--- src/rtl/burst_rom_wait_defines.vh ---
// constants for the boot area burst rom wait controller
`ifndef BURST_ROM_WAIT_DEFINES_VH
`define BURST_ROM_WAIT_DEFINES_VH

// register byte addresses
`define WAIT_CTRL_ADDR 12'h000
`define ACC_STATUS_ADDR 12'h004

// field positions in the wait control register
`define BURST_WAIT_HI 17
`define BURST_WAIT_LO 16
`define FIRST_WAIT_HI 10
`define FIRST_WAIT_LO 7
`define EXT_WAIT_IGNORE_BIT 6

// writable bits and the value after reset
`define WAIT_CTRL_MASK 32'h0003_07c0
`define WAIT_CTRL_RESET 32'h0000_0500

// first access wait code to cycles
`define FW_CODE_0 4'h0
`define FW_CODE_1 4'h1
`define FW_CODE_2 4'h2
`define FW_CODE_3 4'h3
`define FW_CODE_4 4'h4
`define FW_CODE_5 4'h5
`define FW_CODE_6 4'h6
`define FW_CODE_7 4'h7
`define FW_CODE_8 4'h8
`define FW_CODE_9 4'h9
`define FW_CODE_A 4'ha
`define FW_CODE_B 4'hb
`define FW_CODE_C 4'hc
`define FW_CYC_7 5'h08
`define FW_CYC_8 5'h0a
`define FW_CYC_9 5'h0c
`define FW_CYC_A 5'h0e
`define FW_CYC_B 5'h12
`define FW_CYC_C 5'h18

`define TIMER_W 5
`define ROM_DATA_W 16

`endif

--- src/rtl/beat_capture.v ---
// holds the last rom beat and flags it for one cycle
`timescale 1ns/1ns
module beat_capture (
  input wire ref_clk,
  input wire rst,
  input wire take,
  input wire [15:0] rom_data,
  output reg beat_valid,
  output reg [15:0] beat_data
);
  always @(posedge ref_clk) begin
    if (rst) begin
      beat_valid <= 1'b0;
      beat_data <= 16'h0000;
    end else begin
      beat_valid <= take;
      if (take) begin
        beat_data <= rom_data;
      end
    end
  end
endmodule

--- src/rtl/burst_rom_wait_control.v ---
// boot area burst rom access sequencer with its apb wait control register
`timescale 1ns/1ns
`include "burst_rom_wait_defines.vh"

// Function
// - burst beat wait from bits 17:16, 0..3
// - first access wait from bits 10:7
// - bit 6 high ignores external wait
// - wait mask applies with zero first wait
// - reserved bits read back as zero
module burst_rom_wait_control (
  input wire ref_clk,
  input wire rst,
  input wire [11:0] paddr,
  input wire psel,
  input wire penable,
  input wire pwrite,
  input wire [31:0] pwdata,
  input wire [3:0] pstrb,
  output reg [31:0] prdata,
  output reg pready,
  output reg pslverr,
  input wire acc_req,
  input wire [1:0] acc_beats,
  output reg acc_busy,
  output wire beat_valid,
  output wire [15:0] beat_data,
  input wire [15:0] rom_data,
  input wire ext_wait_n,
  output reg rom_cs_n,
  output reg rom_rd_n,
  output reg [1:0] rom_beat_idx
);
  localparam [3:0] ST_IDLE = 4'b0001;
  localparam [3:0] ST_FIRST = 4'b0010;
  localparam [3:0] ST_BURST = 4'b0100;
  localparam [3:0] ST_END = 4'b1000;

  // first access wait code to cycle count
  function [4:0] first_wait_cycles;
    input [3:0] code;
    begin
      case (code)
        `FW_CODE_0: first_wait_cycles = 5'h00;
        `FW_CODE_1: first_wait_cycles = 5'h01;
        `FW_CODE_2: first_wait_cycles = 5'h02;
        `FW_CODE_3: first_wait_cycles = 5'h03;
        `FW_CODE_4: first_wait_cycles = 5'h04;
        `FW_CODE_5: first_wait_cycles = 5'h05;
        `FW_CODE_6: first_wait_cycles = 5'h06;
        `FW_CODE_7: first_wait_cycles = `FW_CYC_7;
        `FW_CODE_8: first_wait_cycles = `FW_CYC_8;
        `FW_CODE_9: first_wait_cycles = `FW_CYC_9;
        `FW_CODE_A: first_wait_cycles = `FW_CYC_A;
        `FW_CODE_B: first_wait_cycles = `FW_CYC_B;
        `FW_CODE_C: first_wait_cycles = `FW_CYC_C;
        // prohibited codes: take the longest legal wait, the safe side for a slow rom
        default: first_wait_cycles = `FW_CYC_C;
      endcase
    end
  endfunction

  // byte lane merge of a write into a stored word
  function [31:0] lane_merge;
    input [31:0] old_val;
    input [31:0] new_val;
    input [3:0] strb;
    integer i;
    begin
      lane_merge = old_val;
      for (i = 0; i < 4; i = i + 1) begin
        if (strb[i]) begin
          lane_merge[i*8 +: 8] = new_val[i*8 +: 8];
        end
      end
    end
  endfunction

  // the wait control register decode, used by the write path; the read mux decodes paddr in its own case
  function is_wait_ctrl;
    input [11:0] addr;
    begin
      is_wait_ctrl = (addr == `WAIT_CTRL_ADDR);
    end
  endfunction

  // the rom strobes are low in every state that reads the rom, waits included
  function seq_reads_rom;
    input [3:0] st;
    begin
      seq_reads_rom = (st == ST_FIRST) || (st == ST_BURST);
    end
  endfunction

  // read-only progress word: one-hot state, beats still to come, current beat
  function [31:0] status_word;
    input [3:0] st;
    input [1:0] left;
    input [1:0] idx;
    begin
      status_word = {24'h00_0000, st, left, idx};
    end
  endfunction

  reg [31:0] wait_ctrl_r;
  reg [31:0] wait_ctrl_nxt;
  reg [3:0] state_r;
  reg [3:0] state_nxt;
  reg [1:0] beats_left_r;
  reg [1:0] beats_left_nxt;
  reg [31:0] rd_mux;
  reg addr_hit;
  reg timer_load;
  reg [4:0] timer_val;
  reg take_beat;
  // timing fields held for the burst under way
  reg [1:0] burst_code_r;
  reg wait_ignore_r;
  wire timer_zero;
  wire acc_take;
  wire apb_setup;
  wire apb_write;
  wire [1:0] burst_code;
  wire [3:0] first_code;
  wire wait_ignore;
  wire wait_done;

  assign apb_setup = psel & ~penable;
  assign apb_write = psel & penable & pready & pwrite;
  assign burst_code = wait_ctrl_r[`BURST_WAIT_HI:`BURST_WAIT_LO];
  assign first_code = wait_ctrl_r[`FIRST_WAIT_HI:`FIRST_WAIT_LO];
  assign wait_ignore = wait_ctrl_r[`EXT_WAIT_IGNORE_BIT];
  // a request counts only while the sequencer is idle; one that arrives during
  // a burst is dropped without any sign, so software must watch acc_busy
  assign acc_take = (state_r == ST_IDLE) & acc_req;

  // read mux and decode, done in the setup cycle so prdata is a flop
  always @* begin
    rd_mux = 32'h0000_0000;
    addr_hit = 1'b1;
    case (paddr)
      `WAIT_CTRL_ADDR: rd_mux = wait_ctrl_r & `WAIT_CTRL_MASK;
      `ACC_STATUS_ADDR: rd_mux = status_word(state_r, beats_left_r, rom_beat_idx);
      default: addr_hit = 1'b0;
    endcase
  end

  // reserved bits never store, so a careless write cannot leak into them
  always @* begin
    wait_ctrl_nxt = wait_ctrl_r;
    if (apb_write && !pslverr && is_wait_ctrl(paddr)) begin
      wait_ctrl_nxt = lane_merge(wait_ctrl_r, pwdata, pstrb) & `WAIT_CTRL_MASK;
    end
  end

  // one setup cycle and one access cycle for every transfer
  always @(posedge ref_clk) begin
    if (rst) begin
      pready <= 1'b0;
      pslverr <= 1'b0;
      prdata <= 32'h0000_0000;
    end else begin
      pready <= apb_setup;
      if (apb_setup) begin
        pslverr <= ~addr_hit;
        prdata <= pwrite ? 32'h0000_0000 : rd_mux;
      end else begin
        pslverr <= 1'b0;
        prdata <= 32'h0000_0000;
      end
    end
  end

  always @(posedge ref_clk) begin
    if (rst) begin
      wait_ctrl_r <= `WAIT_CTRL_RESET;
    end else begin
      wait_ctrl_r <= wait_ctrl_nxt;
    end
  end

  // timing fields are frozen when a burst is taken, so a register write that
  // lands mid-burst cannot retime beats already under way
  always @(posedge ref_clk) begin
    if (rst) begin
      burst_code_r <= 2'b00;
      wait_ignore_r <= 1'b0;
    end else if (acc_take) begin
      burst_code_r <= burst_code;
      wait_ignore_r <= wait_ignore;
    end
  end

  // a wait phase ends once its count is spent and the rom is not holding off;
  // the external input is looked at even when the count is zero
  assign wait_done = timer_zero & (wait_ignore_r | ext_wait_n);

  always @* begin
    state_nxt = state_r;
    beats_left_nxt = beats_left_r;
    timer_load = 1'b0;
    timer_val = 5'h00;
    take_beat = 1'b0;
    case (state_r)
      ST_IDLE: begin
        if (acc_req) begin
          state_nxt = ST_FIRST;
          beats_left_nxt = acc_beats;
          timer_load = 1'b1;
          timer_val = first_wait_cycles(first_code);
        end
      end
      ST_FIRST: begin
        if (wait_done) begin
          take_beat = 1'b1;
          if (beats_left_r == 2'b00) begin
            state_nxt = ST_END;
          end else begin
            state_nxt = ST_BURST;
            beats_left_nxt = beats_left_r - 2'b01;
            timer_load = 1'b1;
            timer_val = {3'b000, burst_code_r};
          end
        end
      end
      ST_BURST: begin
        if (wait_done) begin
          take_beat = 1'b1;
          if (beats_left_r == 2'b00) begin
            state_nxt = ST_END;
          end else begin
            beats_left_nxt = beats_left_r - 2'b01;
            timer_load = 1'b1;
            timer_val = {3'b000, burst_code_r};
          end
        end
      end
      // one closing cycle with the strobes high before the sequencer goes idle
      ST_END: begin
        state_nxt = ST_IDLE;
      end
      default: begin
        state_nxt = ST_IDLE;
      end
    endcase
  end

  always @(posedge ref_clk) begin
    if (rst) begin
      state_r <= ST_IDLE;
      beats_left_r <= 2'b00;
      acc_busy <= 1'b0;
    end else begin
      state_r <= state_nxt;
      beats_left_r <= beats_left_nxt;
      acc_busy <= (state_nxt != ST_IDLE);
    end
  end

  // strobes follow the next state, so they move on the same edge as the
  // sequencer and stay low through every wait phase of the burst
  always @(posedge ref_clk) begin
    if (rst) begin
      rom_cs_n <= 1'b1;
      rom_rd_n <= 1'b1;
    end else begin
      rom_cs_n <= ~seq_reads_rom(state_nxt);
      rom_rd_n <= ~seq_reads_rom(state_nxt);
    end
  end

  // the beat index restarts in idle and steps once for every beat taken
  always @(posedge ref_clk) begin
    if (rst) begin
      rom_beat_idx <= 2'b00;
    end else if (state_r == ST_IDLE) begin
      rom_beat_idx <= 2'b00;
    end else if (take_beat) begin
      rom_beat_idx <= rom_beat_idx + 2'b01;
    end
  end

  wait_timer u_timer (
    .ref_clk(ref_clk),
    .rst(rst),
    .load(timer_load),
    .load_val(timer_val),
    .zero(timer_zero)
  );

  beat_capture u_capture (
    .ref_clk(ref_clk),
    .rst(rst),
    .take(take_beat),
    .rom_data(rom_data),
    .beat_valid(beat_valid),
    .beat_data(beat_data)
  );
endmodule

--- src/rtl/wait_timer.v ---
// down counter that times the inserted wait cycles
`timescale 1ns/1ns
module wait_timer (
  input wire ref_clk,
  input wire rst,
  input wire load,
  input wire [4:0] load_val,
  output wire zero
);
  reg [4:0] count_r;
  reg [4:0] count_nxt;

  always @* begin
    count_nxt = count_r;
    if (load) begin
      count_nxt = load_val;
    end else if (count_r != 5'h00) begin
      count_nxt = count_r - 5'h01;
    end
  end

  always @(posedge ref_clk) begin
    if (rst) begin
      count_r <= 5'h00;
    end else begin
      count_r <= count_nxt;
    end
  end

  assign zero = (count_r == 5'h00);
endmodule

--- config.mk ---
export PLATFORM = sky130hd
export DESIGN_NAME = burst_rom_wait_control
export DESIGN_NICKNAME = d
export VERILOG_FILES = /design/src/rtl/beat_capture.v /design/src/rtl/burst_rom_wait_control.v /design/src/rtl/wait_timer.v
export VERILOG_INCLUDE_DIRS = /design/src /design/src/rtl
export SDC_FILE = /design/constraint.sdc
export NUM_CORES = 1
export LEC_CHECK = 0
export ABC_CLOCK_PERIOD_IN_PS = 2460
export BUFFER_PORTS_ARGS = -buffer_cell sky130_fd_sc_hd__buf_2
export CAP_MARGIN = 10
export CORE_ASPECT_RATIO = 1.75
export CORE_UTILIZATION = 40
export DETAILED_ROUTE_END_ITERATION = 10
export PLACE_DENSITY = 0.75
export SYNTH_ARGS = -nofsm -noshare
export SYNTH_HDL_FRONTEND = slang
export SYNTH_SLANG_ARGS = --single-unit
--- constraint.sdc ---
create_clock -name ref_clk -period 2.46 [get_ports ref_clk]
set_clock_uncertainty 0.2 [all_clocks]
set_input_delay 0.246 -clock ref_clk [delete_from_list [all_inputs] [get_ports ref_clk]]
set_output_delay 0.246 -clock ref_clk [all_outputs]
set_load 0.1 [all_outputs]
==> results.txt, run 1 <==
----------------------------------------------------
[Run status]
  Outcome ... finished clean

[Critical path]
  Critical path startpoint category ... register
  Maximum fanout along the worst path ... 3
  Crit. Startpoint ... u_timer.count_r[0]
  Arrival time reported for the critical path endpoint ... 2450 ps
  Worst r2r src ... u_timer.count_r[0]
  Endpoint kind of the worst setup timing path ... register
  Classification of the worst setup path ... reg2reg
  Critical Path RT ... 2510 ps

[Layout]
  Non-filler instance count after layout ... 472
  P&R area growth vs syn ... 37.1%
  Number of nets in the layout ... 468
  Final design instance area without fill ... 3480 µm²
  Diode insertion count for antenna repair ... 0
  Fraction of final layout cells sized beyond drive strength 1 ... 0.293

[Route]
  Post-route ant nets ... 0
  DRC violation count after routing ... 0
  DRC violation total after the first TritonRoute iteration ... 63
  Avg Vias per Cell ... 4.82
  Routed wire per std cell ... 12.4 µm
  Vias after detailed routing ... 2274
  Pre-antenna DRT Iters ... 4
  Wire length reported by the detailed router ... 5840 µm

[Floorplan]
  Core Box Area ... 6180 µm²
  Rows ... 38
  Starting utilization of the core area ... 0.410
  Die Wd ... 62.2 µm
  Number of top-level design ports ... 129
  Die Area ... 6680 µm²
  Chip Height ... 107 µm

[Pwr]
  Peak supply drop ... 0.000396 V
  P per Cell Area ... 709 nW/µm²
  Reported leakage power ... 1.69 nW

[Placement]
  Setup slack after placement ... -65.6 ps
  Total placed instance area ... 3010 µm²
  DPL Wire Length ... 4050 µm
  GP Congestion ... 0.799
  Count of input and output buffers ... 83
  Cell total after placement ... 433

[Global route]
  First-pass GRT wire length ... 9450 µm
  Maximum number of pins on one net before global-route repair ... 49
  GRT Residual Overflow ... 0
  Overall routing resource usage ... 0.182
  Initial antenna violation count ... 0
  Vias in the first global route ... 2154

[CTS]
  TritonCTS buffer count ... 9
  Number of buffers between clock root and the deepest sink ... 2
  Clk pin slew, worst setup/hold paths ... 60 ps
  Max H-tree Level ... 3
  Root buffer cell ... clkbuf_8
  Clock tree sinks ... 57
  Clock latency of the later-clocked register in the worst-skew pair ... 330 ps
  Clock tree from TritonCTS ... done

[Synth]
  Synth warnings ... 0
  Avg Synthesized Cell Area ... 9.22 µm²
  Synth unique cells ... 40
  Main flop type after synthesis ... dfxtp_1
  Cell taking the most area after synthesis ... dfxtp_1
  Share of flip-flops with an asynchronous set or reset ... 0
  Share of the synthesized area in the top cell type ... 0.450
  Gate Count Post-Synth ... 275
  Leading post-synthesis cells by cell area ... dfxtp_1 (45%), mux2i_1 (9.9%), buf_4 (5.9%)
  Syn Std Cell Area ... 2540 µm²
  EDFF count, synth ... 0
  Proportion of synthesized chip area in sequential cells ... 0.450
  Number of register bits inferred by synthesis ... 57

[STA]
  Total of endpoints with negative setup slack in the final report ... 0
  Maximum clock frequency ... 416 MHz
  Setup ws final ... 57.1 ps
  Max-slew violations ... 0
  Tmin final ... 2400 ps
  Worst-margin pin slew ... 511 ps
  Unrepaired setup endpoints after global routing ... false
  Fraction of the cycle the final worst path needs ... 0.977
  Final hold violations ... 0
  Relative slew slack ... 0.662

[Worst hold path]
  Hold Path Class ... in2reg
  Source of the worst hold timing path ... paddr[2]

[Run]
  Max-cap violation count ... 0

----------------------------------------------------
[registers in the layout, indices dropped and copies added (netlist names), 2 cells and up]
| signal | count |
|---|---|
| u_capture.beat_data | 16 |
| prdata | 13 |
| wait_ctrl_r | 7 |
| u_timer.count_r | 5 |
| state_r | 4 |
| beats_left_r | 2 |
| burst_code_r | 2 |
| rom_beat_idx | 2 |
[area by class of cell]
class / count / area [µm²]
Fill cell: 572 / 2700
Multi-Input combinational cell: 189 / 1220
Sequential cell: 57 / 1140
Timing Repair Buffer: 117 / 747
Clock buffer: 12 / 145
Tap cell: 80 / 100
Clock inverter: 3 / 65.1
Inverter: 14 / 52.6
[stage by stage]
| step | setup TNS, ps | util | power (mW) | hold slack (ps) |
|---|---|---|---|---|
| after floorplan | 0 | - | 1.40 | 125 |
| after global placement | 0 | 0.486 | 1.51 | 245 |
| after detailed placement | -80.0 | 0.486 | 1.52 | 251 |
| after CTS | 0 | 0.562 | 2.48 | 0.894 |
| after global routing | 0 | 0.563 | 2.58 | 22.1 |
| final | 0 | 0.563 | 2.46 | 24.1 |
[report_power, final]
part	leakage [nW]	switching (mW)	internal, mW	total (mW)
Clock	0.106	0.334	0.591	0.925
Combinational	1.12	0.350	0.197	0.547
Sequential	0.462	0.0323	0.959	0.992
Total	1.69	0.716	1.75	2.46
[synth_stat cells, types with 2 or more instances]
library cell / count
inv_1: 14
xnor2_1: 2
clkbuf_1: 10
nand2b_1: 9
nor3b_1: 3
a21oi_1: 5
a211oi_1: 5
mux2i_1: 25
nor4b_1: 4
o211ai_1: 2
nor2_1: 29
ha_1: 7
or4_1: 2
and2_1: 8
xor2_1: 4
or3_1: 2
a221oi_1: 4
buf_4: 20
nand2_1: 13
nand3_1: 7
dfxtp_1: 57
o21ai_0: 6
buf_2: 2
nor3_1: 12
nand4_1: 3
nor4_1: 6
[layer usage]
| layer | part of all wire | up-vias | track usage |
|---|---|---|---|
| li1 | - | 1139 | - |
| met4 | 0.023 | 0 | 0.0980 |
| met1 | 0.37 | 1035 | 0.188 |
| met3 | 0.058 | 14 | 0.0551 |
| met2 | 0.55 | 86 | 0.327 |
| met5 | 0 | - | 0 |
[final timing paths]
path	endpoint	slack [ps]	depth (start not counted)
setup reg to reg	rom_beat_idx[1]	60	6
hold / removal	prdata[8]	20	2
hold reg to reg	burst_code_r[1]	260	2
setup / recovery	rom_beat_idx[1]	60	6
[logic make-up (layout without fill, tap and decap cells)]
kind of cell,after synthesis,count (layout),share of synthesized area
AOI/OAI and AO/OA,28,28,0.0755
muxes,26,26,0.103
adders and majority gates,7,7,0.0345
DFF,57,57,0.450
buffers and inverters,47,146,0.100
xor gates and xnor gates,6,6,0.0207
and+or+nand+nor,103,103,0.215
other,1,19,0.00148
[cells in the final DEF (no fill, tap or decap), types with 6 or more instances in the layout]
cell	synthesis	layout
buf_4	20	8
nor2_1	29	29
mux2i_1	25	25
dlygate4sd3_1	0	24
ha_1	7	6
nand3_1	7	7
nand2_1	13	13
nand2b_1	9	9
inv_1	14	14
buf_2	2	83
nor3_1	12	12
and2_1	8	8
conb_1	1	19
nor4_1	6	6
clkbuf_8	0	10
dfxtp_1	57	56
[worst max-delay path, stage by stage (launching register included)]
cell	delay, ps
dfxtp_2	330
inv_1	70
ha_2	180
or4b_4	470
or4_4	520
or3_4	350
a211oi_2	200
[repair_timing]
item | CTS | global route
hold endpoints to repair | 25 | 0
setup endpoints to repair | 7 | 7
gates resized for setup | 4 | 3
hold buffers | 24 | 0
buffers inserted | 0 | 0
pin swaps | 1 | 1
Power figures use the tool's default switching activity.
==> run 2, diff against run 1 <==
--- a/config.mk
+++ b/config.mk
@@ -10,6 +10,7 @@
 export BUFFER_PORTS_ARGS = -buffer_cell sky130_fd_sc_hd__buf_2
 export CAP_MARGIN = 10
 export CORE_ASPECT_RATIO = 1.75
+export CORE_MARGIN = 10
 export CORE_UTILIZATION = 40
 export DETAILED_ROUTE_END_ITERATION = 10
 export PLACE_DENSITY = 0.75
==> run 2 against run 1 <==
Against the previous run: combinational power rose by 1%; worst hold slack gained 29 ps; design area is 0.43% higher; critical path type unchanged; critical endpoint unchanged; largest cell class unchanged; highest routed layer unchanged.
==> results.txt, run 2 (synthesized netlist as in run 1, its figures left out) <==
----------------------------------------------------
[Run status]
  Outcome ... finished clean

[STA]
  Worst-margin pin slew ... 564 ps
  Fraction of the cycle the final worst path needs ... 0.977
  Final hold violations ... 0
  Total of endpoints with negative setup slack in the final report ... 0
  Max-slew violations ... 0
  Worst hold slack ... 53.5 ps
  Maximum clock frequency ... 416 MHz
  Tmin final ... 2400 ps
  Relative slew slack ... 0.621

[Critical path]
  Cell family contributing the most delay on the critical path ... simple AND/OR/NAND/NOR gates
  Arrival time reported for the critical path endpoint ... 2470 ps
  Buffers plus inverters on the worst setup path ... 1
  Number of gates on the worst path with buffers counted ... 6
  Largest stage delay on the critical path ... 520 ps
  Critical Path RT ... 2520 ps
  Maximum fanout along the worst path ... 3
  Classification of the worst setup path ... reg2reg
  Worst Reg2Reg Path Length in Cells ... 6
  Critical path startpoint category ... register
  Cells along the critical path ... inv_1 -> ha_2 -> or4b_4 -> or4_4 -> or3_1 -> a211oi_2
  Slowest library cell on the worst path ... or4_4
  Endpoint kind of the worst setup timing path ... register

[Global route]
  Maximum number of pins on one net before global-route repair ... 49
  Overall routing resource usage ... 0.138
  Vias in the first global route ... 2328
  Initial antenna violation count ... 2
  GRT Residual Overflow ... 0
  First-pass GRT wire length ... 10900 µm

[Placement]
  Cell total after placement ... 434
  GP Congestion ... 0.801
  Count of input and output buffers ... 83
  DPL Wire Length ... 5090 µm

[Floorplan]
  Core Box Area ... 6180 µm²
  Die Area ... 10100 µm²
  Chip Height ... 125 µm
  Rows ... 38
  Die Wd ... 80.2 µm
  Starting utilization of the core area ... 0.410
  Number of top-level design ports ... 129

[Route]
  Routed wire per std cell ... 14.2 µm
  DRC violation count after routing ... 0
  Pre-antenna DRT Iters ... 4
  Vias after detailed routing ... 2302
  Post-route ant nets ... 0
  Wire length reported by the detailed router ... 6810 µm
  Amount of wire on met3 after detailed routing ... 452 µm
  Met2 routed wirelength ... 3560 µm
  Routed metal-1 wire length ... 2560 µm
  DRC violation total after the first TritonRoute iteration ... 172
  Topmost layer with routed signal wires ... met4
  Avg Vias per Cell ... 4.82

[Layout]
  Number of nets in the layout ... 471
  Fraction of final layout cells sized beyond drive strength 1 ... 0.290
  Largest registers in the final layout ... u_capture.beat_data x16, prdata x13, wait_ctrl_r x7
  P&R area growth vs syn ... 37.7%
  Non-filler instance count after layout ... 478
  Max reg flops ... 16
  Top reg by flops ... u_capture.beat_data
  Most used cells in the layout excluding fill and tap cells ... buf_2 (83), dfxtp_1 (57), nor2_1 (29), dlygate4sd3_1 (26), mux2i_1 (25)
  Most common library cell in the layout ignoring fill and taps ... buf_2

[CTS]
  Clock tree from TritonCTS ... done
  Number of buffers between clock root and the deepest sink ... 2
  Clk pin slew, worst setup/hold paths ... 60 ps
  # Post-CTS Setup Buffers ... 0
  Clock latency of the later-clocked register in the worst-skew pair ... 340 ps
  TritonCTS buffer count ... 9
  Max H-tree Level ... 3
  Root buffer cell ... clkbuf_8
  Clock tree sinks ... 57

[Worst hold path]
  Hold Path Class ... in2reg
  Number of cells on the worst hold path ... 4

[Run]
  Max-cap violation count ... 0

[Pwr]
  P per Cell Area ... 709 nW/µm²
  Reported leakage power ... 1.69 nW
  Peak supply drop ... 0.000525 V

----------------------------------------------------
[run 2: cell types whose count changed in the layout (fill, tap and decap cells not counted)]
cell           change
or3_4              -1
diode_2            +2
buf_4              +2
buf_12             -1
dfxtp_1            +1
clkbuf_8           -1
clkinvlp_4         +2
or3_1              +1
dfxtp_2            -1
dlygate4sd3_1      +2
[run 2: metal layers]
| metal | track usage | vias up |
|---|---|---|
| li1 | - | 1141 |
| met2 | 0.226 | 78 |
| met1 | 0.135 | 1066 |
| met3 | 0.0524 | 17 |
| met5 | 0 | - |
| met4 | 0.100 | 0 |
[run 2: power by group]
group          leakage [nW]  total, mW  internal (mW)  switching [mW]
sequential            0.462      0.987          0.958          0.0287
combinational          1.13      0.554          0.199           0.354
clock                0.0996      0.935          0.568           0.366
total                  1.69       2.47           1.73           0.749
[run 2: final timing paths]
kind                           start              end  slack (ps)
setup / recovery  u_timer.count_r[1]  rom_beat_idx[1]          60
hold / removal             pwdata[7]   wait_ctrl_r[7]          50
setup reg to reg  u_timer.count_r[1]  rom_beat_idx[1]          60
hold reg to reg      burst_code_r[1]  burst_code_r[1]         270
[run 2: worst min-delay path: cells and delay by family]
kind,cells,cell delay [ps]
and+or+nand+nor,2,140
buffers and inverters,1,90
AOI/OAI and AO/OA,1,60
[run 2: metrics by stage]
step	setup slack, ps	utilization	setup TNS [ps]	power, mW	area (µm²)
floorplan	41.6	-	0	1.40	2600
global placement	48.4	0.485	0	1.51	3000
detailed placement	-32.0	0.485	-33.4	1.52	3000
CTS	31.8	0.563	0	2.50	3480
global route	-17.6	0.565	-29.4	2.59	3490
finish	55.4	0.565	0	2.47	3490
[run 2: cell type report]
cell class,instances,area [µm²]
diodes,2,5.00
clock buffers,11,131
clock inverters,5,80.1
fillers,585,2690
inverters,14,52.6
multi-input cells,189,1220
flip-flops and latches,57,1140
well taps,80,100
repair buffers,120,762
[run 2: what timing repair did]
item	4_1_cts	5_1_grt
endpoints found under the hold margin	27	0
pin swaps	0	1
hold buffers	26	0
setup endpoints to repair	3	4
gates resized for setup	2	3
